File: src/tpu_pkg.sv
// Constants, register map and state types of the timer/PWM unit.
// Assumes an APB slave with byte addresses on the low eight bits of paddr.
package tpu_pkg;

  localparam int ADDR_W = 8;

  // Register byte addresses
  localparam logic [7:0] ADDR_CTRL1      = 8'h00;
  localparam logic [7:0] ADDR_CTRL2      = 8'h04;
  localparam logic [7:0] ADDR_CTRL3      = 8'h08;
  localparam logic [7:0] ADDR_CTRL4      = 8'h0C;
  localparam logic [7:0] ADDR_EXT_CTRL   = 8'h10;
  localparam logic [7:0] ADDR_PRESCALER  = 8'h14;
  localparam logic [7:0] ADDR_T1_LOAD    = 8'h18;
  localparam logic [7:0] ADDR_T1_RELOAD  = 8'h1C;
  localparam logic [7:0] ADDR_T2_LOAD    = 8'h20;
  localparam logic [7:0] ADDR_T2_HIGH    = 8'h24;
  localparam logic [7:0] ADDR_T2_REL_LOW = 8'h28;
  localparam logic [7:0] ADDR_LCD_LOAD   = 8'h2C;
  localparam logic [7:0] ADDR_FLAGS      = 8'h30;
  localparam logic [7:0] ADDR_STATUS     = 8'h34;
  localparam logic [7:0] ADDR_T3_COUNT   = 8'h38;

  // Field positions
  localparam int PRESC_RUN_BIT = 8;
  localparam int EXT_SYNC_BIT  = 0;
  localparam int EXT_EDGE_BIT  = 1;

  // First timer count source codes
  localparam logic [1:0] SRC1_PWM   = 2'h0;
  localparam logic [1:0] SRC1_PRESC = 2'h1;
  localparam logic [1:0] SRC1_T3UF  = 2'h2;
  localparam logic [1:0] SRC1_PIN   = 2'h3;

  // Third timer ratio masks: 8192, 16384, 32768, 65536 counts
  localparam logic [15:0] T3_MASK_0 = 16'h1FFF;
  localparam logic [15:0] T3_MASK_1 = 16'h3FFF;
  localparam logic [15:0] T3_MASK_2 = 16'h7FFF;
  localparam logic [15:0] T3_MASK_3 = 16'hFFFF;
  localparam logic [15:0] T3_RESET  = 16'hFFFF;

  localparam int INSTR_DIV_DEFAULT = 4;

  typedef struct packed {
    logic       auto_stop;
    logic       run;
    logic [1:0] src;
  } tpu_ctl1_s;

  typedef struct packed {
    logic out_en;
    logic high_ext;
    logic run;
    logic src;
  } tpu_ctl2_s;

  typedef struct packed {
    logic       src;
    logic       run;
    logic [1:0] ratio;
  } tpu_ctl3_s;

  typedef struct packed {
    logic run;
    logic src;
    logic auto_ctl;
    logic edge_rise;
  } tpu_ctl4_s;

  typedef struct packed {
    logic [31:0] prdata;
    logic        pready;
    logic        pslverr;
    logic [2:0]  xin_sync;
    logic [2:0]  xcin_sync;
    logic [2:0]  pin_sync;
    logic [2:0]  ext_sync;
    logic [7:0]  instr_cnt;
    tpu_ctl1_s   w1;
    tpu_ctl2_s   w2;
    tpu_ctl3_s   w3;
    tpu_ctl4_s   w4;
    logic        sync_en;
    logic        ext_edge_rise;
    logic        presc_run;
    logic [7:0]  presc_cnt;
    logic [7:0]  presc_reload;
    logic [7:0]  t1_cnt;
    logic [7:0]  t1_reload;
    logic        sync_latch;
    logic        out_valid;
    logic        p2_tog;
    logic [7:0]  t2_cnt;
    logic [7:0]  t2_low;
    logic [7:0]  t2_high;
    logic        t2_hold;
    logic        pwm;
    logic        pwm_prev;
    logic        ext_wait;
    logic        phase_half;
    logic [15:0] t3_cnt;
    logic [3:0]  lcd_cnt;
    logic [3:0]  lcd_reload;
    logic        lcd_clk;
    logic [2:0]  flags;
    logic        wake;
    logic        pin_out;
    logic        pin_oe;
  } tpu_state_s;

  localparam tpu_state_s STATE_RESET = '{t3_cnt: T3_RESET, out_valid: 1'b1, default: '0};

endpackage : tpu_pkg

File: src/tpu_timer_unit.sv
// Timer/PWM unit: prescaler, two 8-bit reload timers, 16-bit clock timer,
// 4-bit LCD divider, timer pin control and timer request flags.
// Assumes an APB master on pclk; oscillator and trigger pins are asynchronous.
//
// Behaviour
// RULE1 - First timer: 8-bit down counter, reload, read
// RULE2 - First timer source field and run bit
// RULE3 - First timer divides n+1, flags, reloads
// RULE4 - Trigger edge arms first timer when enabled
// RULE5 - Armed latch cleared by disable, reset, autostop
// RULE6 - Autostop: underflow cuts count source when synchronised
// RULE7 - Second timer: counter, low/high reloads, commands
// RULE8 - Second timer source bit and run bit
// RULE9 - Second timer divides n+1, flags, reloads low
// RULE10 - Output select alternates low/high reload forming PWM
// RULE11 - High extension adds half source period
// RULE12 - Software keeps high reload nonzero with extension
// RULE13 - Auto-control toggles PWM validity per first underflow
// RULE14 - Second timer stopped in high phase finishes
// RULE15 - Third timer: 16-bit, ratio, source, run, flag
// RULE16 - Third timer stop sets all ones
// RULE17 - Third timer underflow wakes from clock mode
// RULE18 - Third timer bit four feeds LCD divider
// RULE19 - LCD divider: 4-bit, write-only load, n+1
// RULE20 - LCD divider underflow halved gives LCD clock
// RULE21 - Pin input counting edge; pin output released
// RULE22 - Flags cleared by interrupt or skip
// RULE23 - Prescaler divides instruction clock by n+1
// RULE24 - Reset clears controls; third counter all ones
`timescale 1ns/1ps
module tpu_timer_unit #(
  parameter int INSTR_DIV = tpu_pkg::INSTR_DIV_DEFAULT
) (
  input  wire logic        pclk,
  input  wire logic        presetn,
  input  wire logic        psel,
  input  wire logic        penable,
  input  wire logic        pwrite,
  input  wire logic [7:0]  paddr,
  input  wire logic [31:0] pwdata,
  output logic      [31:0] prdata,
  output logic             pready,
  output logic             pslverr,
  input  wire logic        xin_pin,
  input  wire logic        xcin_pin,
  input  wire logic        ext_trigger_pin,
  input  wire logic        timer_io_pin_in,
  output logic             timer_io_pin_out,
  output logic             timer_io_pin_oe,
  input  wire logic        clock_mode,
  input  wire logic [2:0]  irq_taken,
  output logic             first_timer_irq_flag,
  output logic             second_timer_irq_flag,
  output logic             third_timer_irq_flag,
  output logic             wake_up,
  output logic             lcd_clock
);

  if (INSTR_DIV < 1 || INSTR_DIV > 256) begin : g_bad_div
    $error("INSTR_DIV must lie in 1..256");
  end

  localparam logic [7:0] INSTR_LAST = 8'(INSTR_DIV - 1);

  tpu_pkg::tpu_state_s s;
  tpu_pkg::tpu_state_s next_s;

  always_comb begin
    logic        instr_tick;
    logic        xin_rise;
    logic        xin_fall;
    logic        xcin_rise;
    logic        pin_edge;
    logic        ext_valid;
    logic        presc_pulse;
    logic        full2;
    logic        half2;
    logic        cnt_p2;
    logic        oth_p2;
    logic        t2_tick;
    logic        t2_uf;
    logic        pwm_mode;
    logic [15:0] t3_mask;
    logic        t3_src;
    logic        t3_tick;
    logic        t3_uf;
    logic        lcd_t3;
    logic        t1_src;
    logic        t1_tick;
    logic        t1_uf;
    logic        lcd_tick;
    logic        hit;
    logic [31:0] rd;
    logic        wr;
    instr_tick = 1'b0;
    xin_rise   = 1'b0;
    xin_fall   = 1'b0;
    xcin_rise  = 1'b0;
    pin_edge   = 1'b0;
    ext_valid  = 1'b0;
    presc_pulse = 1'b0;
    full2 = 1'b0;
    half2 = 1'b0;
    cnt_p2 = 1'b0;
    oth_p2 = 1'b0;
    t2_tick = 1'b0;
    t2_uf = 1'b0;
    pwm_mode = 1'b0;
    t3_mask = tpu_pkg::T3_MASK_3;
    t3_src = 1'b0;
    t3_tick = 1'b0;
    t3_uf = 1'b0;
    lcd_t3 = 1'b0;
    t1_src = 1'b0;
    t1_tick = 1'b0;
    t1_uf = 1'b0;
    lcd_tick = 1'b0;
    hit = 1'b0;
    rd = 32'h0000_0000;
    wr = 1'b0;
    next_s = s;
    next_s.pready = 1'b0;
    next_s.pslverr = 1'b0;
    next_s.wake = 1'b0;

    // Pin synchronisers; bit 2 is the previous synchronised level
    next_s.xin_sync  = {s.xin_sync[1:0], xin_pin};
    next_s.xcin_sync = {s.xcin_sync[1:0], xcin_pin};
    next_s.pin_sync  = {s.pin_sync[1:0], timer_io_pin_in};
    next_s.ext_sync  = {s.ext_sync[1:0], ext_trigger_pin};
    xin_rise  = s.xin_sync[1] & ~s.xin_sync[2];
    xin_fall  = ~s.xin_sync[1] & s.xin_sync[2];
    xcin_rise = s.xcin_sync[1] & ~s.xcin_sync[2];
    pin_edge  = s.w4.edge_rise ? (s.pin_sync[1] & ~s.pin_sync[2])
                               : (~s.pin_sync[1] & s.pin_sync[2]); // see RULE21
    ext_valid = s.ext_edge_rise ? (s.ext_sync[1] & ~s.ext_sync[2])
                                : (~s.ext_sync[1] & s.ext_sync[2]);

    // Instruction clock enable
    instr_tick = (s.instr_cnt == INSTR_LAST);
    next_s.instr_cnt = instr_tick ? 8'h00 : s.instr_cnt + 8'h01;

    // Prescaler
    presc_pulse = s.presc_run & instr_tick & (s.presc_cnt == 8'h00);
    if (!s.presc_run) begin
      next_s.presc_cnt = s.presc_reload;
    end else if (instr_tick) begin
      next_s.presc_cnt = (s.presc_cnt == 8'h00) ? s.presc_reload
                                                : s.presc_cnt - 8'h01; // see RULE23
    end

    // Third timer
    case (s.w3.ratio)
      2'h0:    t3_mask = tpu_pkg::T3_MASK_0;
      2'h1:    t3_mask = tpu_pkg::T3_MASK_1;
      2'h2:    t3_mask = tpu_pkg::T3_MASK_2;
      default: t3_mask = tpu_pkg::T3_MASK_3;
    endcase
    t3_src  = s.w3.src ? presc_pulse : xcin_rise;
    t3_tick = s.w3.run & t3_src; // see RULE15
    t3_uf   = t3_tick & ((s.t3_cnt & t3_mask) == 16'h0000);
    lcd_t3  = t3_tick & (s.t3_cnt[4:0] == 5'h00); // see RULE18
    if (!s.w3.run) begin
      next_s.t3_cnt = tpu_pkg::T3_RESET; // see RULE16
    end else if (t3_tick) begin
      next_s.t3_cnt = s.t3_cnt - 16'h0001;
    end
    next_s.wake = t3_uf & clock_mode; // see RULE17

    // Second timer; half pulses give the half-period extension
    if (presc_pulse) begin
      next_s.p2_tog = ~s.p2_tog;
    end
    full2  = s.w2.src ? (presc_pulse & s.p2_tog) : xin_rise; // see RULE8
    half2  = s.w2.src ? (presc_pulse & ~s.p2_tog) : xin_fall;
    cnt_p2 = s.phase_half ? half2 : full2;
    oth_p2 = s.phase_half ? full2 : half2;
    pwm_mode = s.w2.out_en;
    t2_tick = (s.w2.run | s.t2_hold) & cnt_p2 & ~s.ext_wait;
    t2_uf   = t2_tick & (s.t2_cnt == 8'h00);
    // A stop in the high phase lets the count run to its underflow
    next_s.t2_hold = s.w2.run | (s.t2_hold & s.pwm & ~t2_uf); // see RULE14
    if (t2_uf) begin
      if (pwm_mode && !s.pwm) begin
        next_s.t2_cnt = s.t2_high; // see RULE10
        next_s.pwm = 1'b1;
      end else if (pwm_mode && s.w2.high_ext) begin
        next_s.ext_wait = 1'b1; // see RULE11
      end else begin
        next_s.t2_cnt = s.t2_low; // see RULE9
        next_s.pwm = 1'b0;
      end
    end else if (t2_tick) begin
      next_s.t2_cnt = s.t2_cnt - 8'h01;
    end
    // Extension ends on the opposite edge, so the phase of counting flips
    if (s.ext_wait && oth_p2) begin
      next_s.ext_wait = 1'b0;
      next_s.t2_cnt = s.t2_low;
      next_s.pwm = 1'b0;
      next_s.phase_half = ~s.phase_half; // see RULE11
    end
    if (!pwm_mode) begin
      next_s.pwm = 1'b0;
      next_s.ext_wait = 1'b0;
    end
    next_s.pwm_prev = s.pwm;

    // First timer
    case (s.w1.src)
      tpu_pkg::SRC1_PWM:   t1_src = s.pwm & ~s.pwm_prev;
      tpu_pkg::SRC1_PRESC: t1_src = presc_pulse;
      tpu_pkg::SRC1_T3UF:  t1_src = t3_uf;
      default:             t1_src = pin_edge; // see RULE21
    endcase
    t1_tick = s.w1.run & (~s.sync_en | s.sync_latch) & t1_src; // see RULE2, RULE4
    t1_uf = t1_tick & (s.t1_cnt == 8'h00);
    if (t1_uf) begin
      next_s.t1_cnt = s.t1_reload; // see RULE3
    end else if (t1_tick) begin
      next_s.t1_cnt = s.t1_cnt - 8'h01; // see RULE1
    end
    if (!s.sync_en) begin
      next_s.sync_latch = 1'b0; // see RULE5
    end else if (t1_uf && s.w1.auto_stop) begin
      next_s.sync_latch = 1'b0; // see RULE6
    end else if (ext_valid) begin
      next_s.sync_latch = 1'b1; // see RULE4
    end
    if (!s.w1.run) begin
      next_s.out_valid = 1'b1; // see RULE13
    end else if (s.w4.auto_ctl && t1_uf) begin
      next_s.out_valid = ~s.out_valid; // see RULE13
    end

    // LCD divider; system clock source is every pclk cycle
    lcd_tick = s.w4.run & (s.w4.src | lcd_t3);
    if (lcd_tick) begin
      if (s.lcd_cnt == 4'h0) begin
        next_s.lcd_cnt = s.lcd_reload; // see RULE19
        next_s.lcd_clk = ~s.lcd_clk; // see RULE20
      end else begin
        next_s.lcd_cnt = s.lcd_cnt - 4'h1;
      end
    end

    // APB read answer one cycle into the access phase
    case (paddr)
      tpu_pkg::ADDR_CTRL1:      begin hit = 1'b1; rd = {28'h000_0000, s.w1}; end
      tpu_pkg::ADDR_CTRL2:      begin hit = 1'b1; rd = {28'h000_0000, s.w2}; end
      tpu_pkg::ADDR_CTRL3:      begin hit = 1'b1; rd = {28'h000_0000, s.w3}; end
      tpu_pkg::ADDR_CTRL4:      begin hit = 1'b1; rd = {28'h000_0000, s.w4}; end
      tpu_pkg::ADDR_EXT_CTRL:   begin
        hit = 1'b1;
        rd = {30'h0000_0000, s.ext_edge_rise, s.sync_en};
      end
      tpu_pkg::ADDR_PRESCALER:  begin
        hit = 1'b1;
        rd = {23'h00_0000, s.presc_run, s.presc_reload};
      end
      tpu_pkg::ADDR_T1_LOAD:    begin hit = 1'b1; rd = {24'h00_0000, s.t1_cnt}; end
      tpu_pkg::ADDR_T1_RELOAD:  begin hit = 1'b1; rd = {24'h00_0000, s.t1_reload}; end
      tpu_pkg::ADDR_T2_LOAD:    begin hit = 1'b1; rd = {24'h00_0000, s.t2_cnt}; end
      tpu_pkg::ADDR_T2_HIGH:    begin hit = 1'b1; rd = {24'h00_0000, s.t2_high}; end
      tpu_pkg::ADDR_T2_REL_LOW: begin hit = 1'b1; rd = {24'h00_0000, s.t2_low}; end
      tpu_pkg::ADDR_LCD_LOAD:   begin hit = 1'b1; rd = 32'h0000_0000; end
      tpu_pkg::ADDR_FLAGS:      begin hit = 1'b1; rd = {29'h0000_0000, s.flags}; end
      tpu_pkg::ADDR_STATUS:     begin
        hit = 1'b1;
        rd = {27'h000_0000, s.ext_wait, s.pwm, s.lcd_clk, s.out_valid, s.sync_latch};
      end
      tpu_pkg::ADDR_T3_COUNT:   begin hit = 1'b1; rd = {16'h0000, s.t3_cnt}; end
      default:                  begin hit = 1'b0; rd = 32'h0000_0000; end
    endcase
    if (psel && penable && !s.pready) begin
      next_s.pready = 1'b1;
      next_s.pslverr = ~hit;
      next_s.prdata = pwrite ? 32'h0000_0000 : rd;
    end

    // Flags: clear first so a same-cycle underflow still sets
    wr = psel & penable & pwrite & s.pready & hit;
    next_s.flags = s.flags & ~irq_taken; // see RULE22
    if (wr && paddr == tpu_pkg::ADDR_FLAGS) begin
      next_s.flags = next_s.flags & ~pwdata[2:0]; // see RULE22
    end
    next_s.flags = next_s.flags | {t3_uf, t2_uf, t1_uf}; // see RULE3, RULE9, RULE15

    // Commands; loads win over counting, so stop the timer first
    if (wr) begin
      case (paddr)
        tpu_pkg::ADDR_CTRL1:      next_s.w1 = pwdata[3:0];
        tpu_pkg::ADDR_CTRL2:      next_s.w2 = pwdata[3:0];
        tpu_pkg::ADDR_CTRL3:      next_s.w3 = pwdata[3:0];
        tpu_pkg::ADDR_CTRL4:      next_s.w4 = pwdata[3:0];
        tpu_pkg::ADDR_EXT_CTRL:   begin
          next_s.sync_en = pwdata[tpu_pkg::EXT_SYNC_BIT];
          next_s.ext_edge_rise = pwdata[tpu_pkg::EXT_EDGE_BIT];
        end
        tpu_pkg::ADDR_PRESCALER:  begin
          next_s.presc_reload = pwdata[7:0];
          next_s.presc_run = pwdata[tpu_pkg::PRESC_RUN_BIT];
        end
        tpu_pkg::ADDR_T1_LOAD:    begin
          next_s.t1_cnt = pwdata[7:0]; // see RULE1
          next_s.t1_reload = pwdata[7:0];
        end
        tpu_pkg::ADDR_T1_RELOAD:  next_s.t1_reload = pwdata[7:0]; // see RULE1
        tpu_pkg::ADDR_T2_LOAD:    begin
          next_s.t2_cnt = pwdata[7:0]; // see RULE7
          next_s.t2_low = pwdata[7:0];
        end
        tpu_pkg::ADDR_T2_HIGH:    next_s.t2_high = pwdata[7:0]; // see RULE7
        tpu_pkg::ADDR_T2_REL_LOW: next_s.t2_cnt = s.t2_low; // see RULE7
        tpu_pkg::ADDR_LCD_LOAD:   begin
          next_s.lcd_cnt = pwdata[3:0]; // see RULE19
          next_s.lcd_reload = pwdata[3:0];
        end
        default:                  next_s.lcd_cnt = next_s.lcd_cnt;
      endcase
    end

    // Pin released while it is the first timer's input
    next_s.pin_oe  = (next_s.w1.src != tpu_pkg::SRC1_PIN) & next_s.w2.out_en; // see RULE21
    next_s.pin_out = next_s.pwm & next_s.out_valid; // see RULE10, RULE13
  end

  always_ff @(posedge pclk or negedge presetn) begin
    if (!presetn) begin
      s <= tpu_pkg::STATE_RESET; // see RULE24
    end else begin
      s <= next_s;
    end
  end

  assign prdata                = s.prdata;
  assign pready                = s.pready;
  assign pslverr               = s.pslverr;
  assign timer_io_pin_out      = s.pin_out;
  assign timer_io_pin_oe       = s.pin_oe;
  assign first_timer_irq_flag  = s.flags[0];
  assign second_timer_irq_flag = s.flags[1];
  assign third_timer_irq_flag  = s.flags[2];
  assign wake_up               = s.wake;
  assign lcd_clock             = s.lcd_clk;

endmodule : tpu_timer_unit

File: config.mk
export PLATFORM = sky130hd
export DESIGN_NAME = tpu_timer_unit
export DESIGN_NICKNAME = d
export VERILOG_FILES = /design/src/tpu_pkg.sv /design/src/tpu_timer_unit.sv
export SDC_FILE = /design/constraint.sdc
export NUM_CORES = 1
export LEC_CHECK = 0
export BUFFER_PORTS_ARGS = -buffer_cell sky130_fd_sc_hd__buf_2
export CORE_MARGIN = 4
export CORE_UTILIZATION = 53
export DETAILED_ROUTE_END_ITERATION = 8
export PLACE_DENSITY = 0.76
export SLEW_MARGIN = 20
export SYNTH_ARGS = -nofsm -noshare
export SYNTH_HDL_FRONTEND = slang
export SYNTH_SLANG_ARGS = --single-unit
File: constraint.sdc
create_clock -name pclk -period 3.18 [get_ports pclk]
set_clock_uncertainty 0.1 [all_clocks]
set_input_delay 0.159 -clock pclk [delete_from_list [all_inputs] [get_ports pclk]]
set_output_delay 0.159 -clock pclk [all_outputs]
set_load 0.05 [all_outputs]
==> results.yml <==
grt:
  grt_max_degree: 67
  overflow: 0
  grt_pass1_vias: 6284
  antenna_found_initial: 0
  gr-usage-all-layers: 0.263
  grt_first_pass_wirelength_mm: 34.4
critical_path:
  cp_slowest_stage_delay_ns: 0.52
  crit_type: "reg -> reg"
  critPathMaxFanout: 4
  critPathCaptureType: "flop"
  crit_slowest_cell: "or4_4"
  rr_worst_depth: 8
  crit_path_start_kind: "flop"
  cp_cell_sequence: "ha_1, or4b_4, or4_4, o31ai_4, nand4b_2, o22ai_1, mux2_2, and2_1"
  crit_arrival_ns: 3.33
  required_ns: 3.39
drt:
  vias: 6774
  drt-wirelength-per-cell_um: 19.9
  routed_via_density: 6.23
  drc: 0
  drt_iter0_markers: 742
  routed_wl_mm: 21.6
  detail-route-antenna-nets: 0
  firstDrtPassIters: 5
power:
  pwr-share-comb: 0.047
  switchingPower_uw: 894
  p_sw_frac: 0.228
  power.share.clock: 0.455
  power.density_mw_per_mm2: 423
  power_frac_seq: 0.499
  internal_power_uw: 3020
  vdd_drop_max_mv: 0.395
  power_leakage_uw: 0.00422
synthesis:
  ys.flop_type: "dfrtp_1"
  ys_warn_count: 0
  synth_edf_count: 0
  synthesis.area_mm2: 0.00800
  yosysTopAreaCell: "dfrtp_1"
  async_flop_share: 1.00
  synth_seq_cells: 152
  avgSynthCellArea_um2: 9.91
  synth_area_leaders: "dfrtp_1 42%, mux2_2 5.6%, dfstp_2 5.6%"
  synth.top_cell.area_share: 0.422
  syn_inst: 807
  ys_types: 76
  seq_area_frac_synth: 0.478
clock_network:
  clock_sink_count: 152
  cts_tree: "yes"
  worst_skew_pair.late_latency_ns: 0.43
  cts-root-buf: "clkbuf_16"
  cts_buffer_depth: 2
  cts_buffers: 17
  clkTransAtPathRegs_ns: 0.06
  htree_levels: 4
finish:
  stdcell_count: 1088
  area_growth_pct: 15.7
  multi_input_area_mm2: 0.00382
  drive_gt1_frac: 0.239
  insertedDiodeCount: 0
  fin_nets: 951
  final-seq-area_mm2: 0.00382
  largest_reg_flops: 118
  fillers: 1179
  largest-register: "s"
timing:
  setup_viol: 0
  rsz0062_at_grt: "yes"
  period_share: 0.980
  finalCriticalPeriod_ns: 3.12
  worst_pin_slew_ns: 0.784
  maxSlewHeadroom: 0.472
  fin_tns_setup_ns: 0
  slew_violations: 0
  hold_viol_final: 0
  layout_setup_ws_ns: 0.0642
  timing.fmax_ghz: 0.321
placement:
  dpl.cell_count: 1033
  dp_slack_ns: -0.0173
  gp_congestion: 0.922
  hpwl_mm: 15.2
  port_buffers: 54
die:
  fp.dieW_um: 131
  die_y_um: 131
  num_io_pins: 94
  core_area_mm2: 0.0146
  die_area_mm2: 0.0171
  start_util: 0.546
  rows: 44
status:
  outcome: "finished, final reports clean"
worst_hold_path:
  hold_depth: 3
  hold_class: "in -> reg"
job:
  cap_viol_max_count: 0
[critical path, delay by kind of cell (launching register included)]
| kind | cells | cell delay (ns) |
|---|---|---|
| AOI/OAI and AO/OA | 2 | 0.60 |
| and+or+nand+nor | 4 | 1.39 |
| adders and majority gates | 1 | 0.17 |
| DFF | 1 | 0.35 |
| muxes | 1 | 0.38 |
[layer usage]
layer,vias to the layer above,part of all wire,wire length (µm),GRT usage
li1,3073,-,-,-
met1,3309,0.44,9610,0.381
met2,334,0.44,9410,0.378
met3,58,0.091,1960,0.0715
met4,0,0.029,637,0.0950
met5,-,0,0,0
[placed cells by master, fill, tap and decap left out, types with 8 or more instances in the layout]
master           n
buf_4           42
o21ai_0         33
o211ai_1         8
and3_1          14
xnor2_1         18
nor2_1          61
inv_1           20
buf_2           53
dfrtp_1        135
a22oi_1         26
mux2_2          40
dfstp_2         17
conb_1          16
nand3_1         26
nand2_1        103
nor3_1          24
o22ai_1          8
clkbuf_1         9
clkbuf_16       17
a22o_1          19
nor4_1           8
dlygate4sd3_1   15
a21oi_1         20
nand2b_1         8
[stage by stage]
| stage | power, µW | util | hold slack (ns) | instance area (µm²) |
|---|---|---|---|---|
| after global routing | 4050 | 0.632 | 0.0451 | 9260 |
| after global placement | 2150 | 0.579 | 0.0957 | 8480 |
| after CTS | 3950 | 0.625 | 0.0130 | 9160 |
| after detailed placement | 2160 | 0.579 | 0.0983 | 8480 |
| final | 3920 | 0.632 | 0.0327 | 9260 |
| after floorplan | 2080 | - | -0.237 | 8050 |
[logic make-up (layout without fill, tap and decap cells)]
group / count (synthesis) / after routing / synth area share
AO/OA/AOI/OAI: 180 / 181 / 0.165
XOR/XNOR: 21 / 21 / 0.0230
adder cells (fa/ha/maj): 7 / 7 / 0.0110
buffers and inverters: 87 / 168 / 0.0582
flip-flops: 152 / 152 / 0.478
multiplexers: 46 / 46 / 0.0640
other: 1 / 16 / 0.000469
AND/OR/NAND/NOR: 313 / 313 / 0.200
[power by group through the flow]
| stage | Clock [µW] | Sequential (µW) | Combinational, µW |
|---|---|---|---|
| 2_1_floorplan | 0 | 1990 | 89.8 |
| 3_3_place_gp | 0 | 1990 | 167 |
| 3_5_place_dp | 0 | 1990 | 169 |
| 4_1_cts | 1810 | 1950 | 183 |
| 5_1_grt | 1890 | 1950 | 201 |
| 6_report | 1780 | 1950 | 183 |
[final cells by class]
class,instances,share of cell area
well taps,184,0.0249
flip-flops and latches,152,0.413
inverters,22,0.00892
clock buffers,28,0.0526
multi-input cells,584,0.413
repair buffers,114,0.0852
clock inverters,4,0.00243
[repair_timing]
action,4_1_cts,5_1_grt
buffers inserted,1,6
hold endpoints to repair,75,0
pin swaps,1,5
hold buffers,15,0
endpoints found under the setup margin,3,17
gates cloned,0,1
gates resized for setup,2,13
[Yosys cell counts, types with 6 or more instances]
master and n:
a22oi_1 26, or4_1 7, xnor2_1 18, buf_4 34
a211oi_1 6, a221oi_1 6, inv_1 22, o22ai_1 8
ha_1 7, and3_1 14, nand2b_1 8, nand2_1 103
o211ai_1 8, nand4_1 6, clkbuf_1 27, or3_1 7
mux2_2 40, nand3b_1 7, or2_2 6, nand3_1 26
o21ai_0 33, nor2b_1 6, a22o_1 19, nor4_1 8
nor3_1 24, dfstp_2 17, nor2_1 63, a21oi_1 20
dfrtp_1 135
[final timing paths]
| check | start | end | slack, ns |
|---|---|---|---|
| min in group asynchronous | presetn | s[120] | 0.20 |
| worst min-delay path | pwdata[2] | s[9] | 0.03 |
| worst min register to register | next_s[132] | next_s[133] | 0.25 |
| worst max-delay path | s[114] | timer_io_pin_out | 0.06 |
| worst max register to register | s[114] | timer_io_pin_out | 0.06 |
| max in group asynchronous | presetn | s[23] | 1.94 |
No activity file was read; power rests on OpenSTA's default activity.
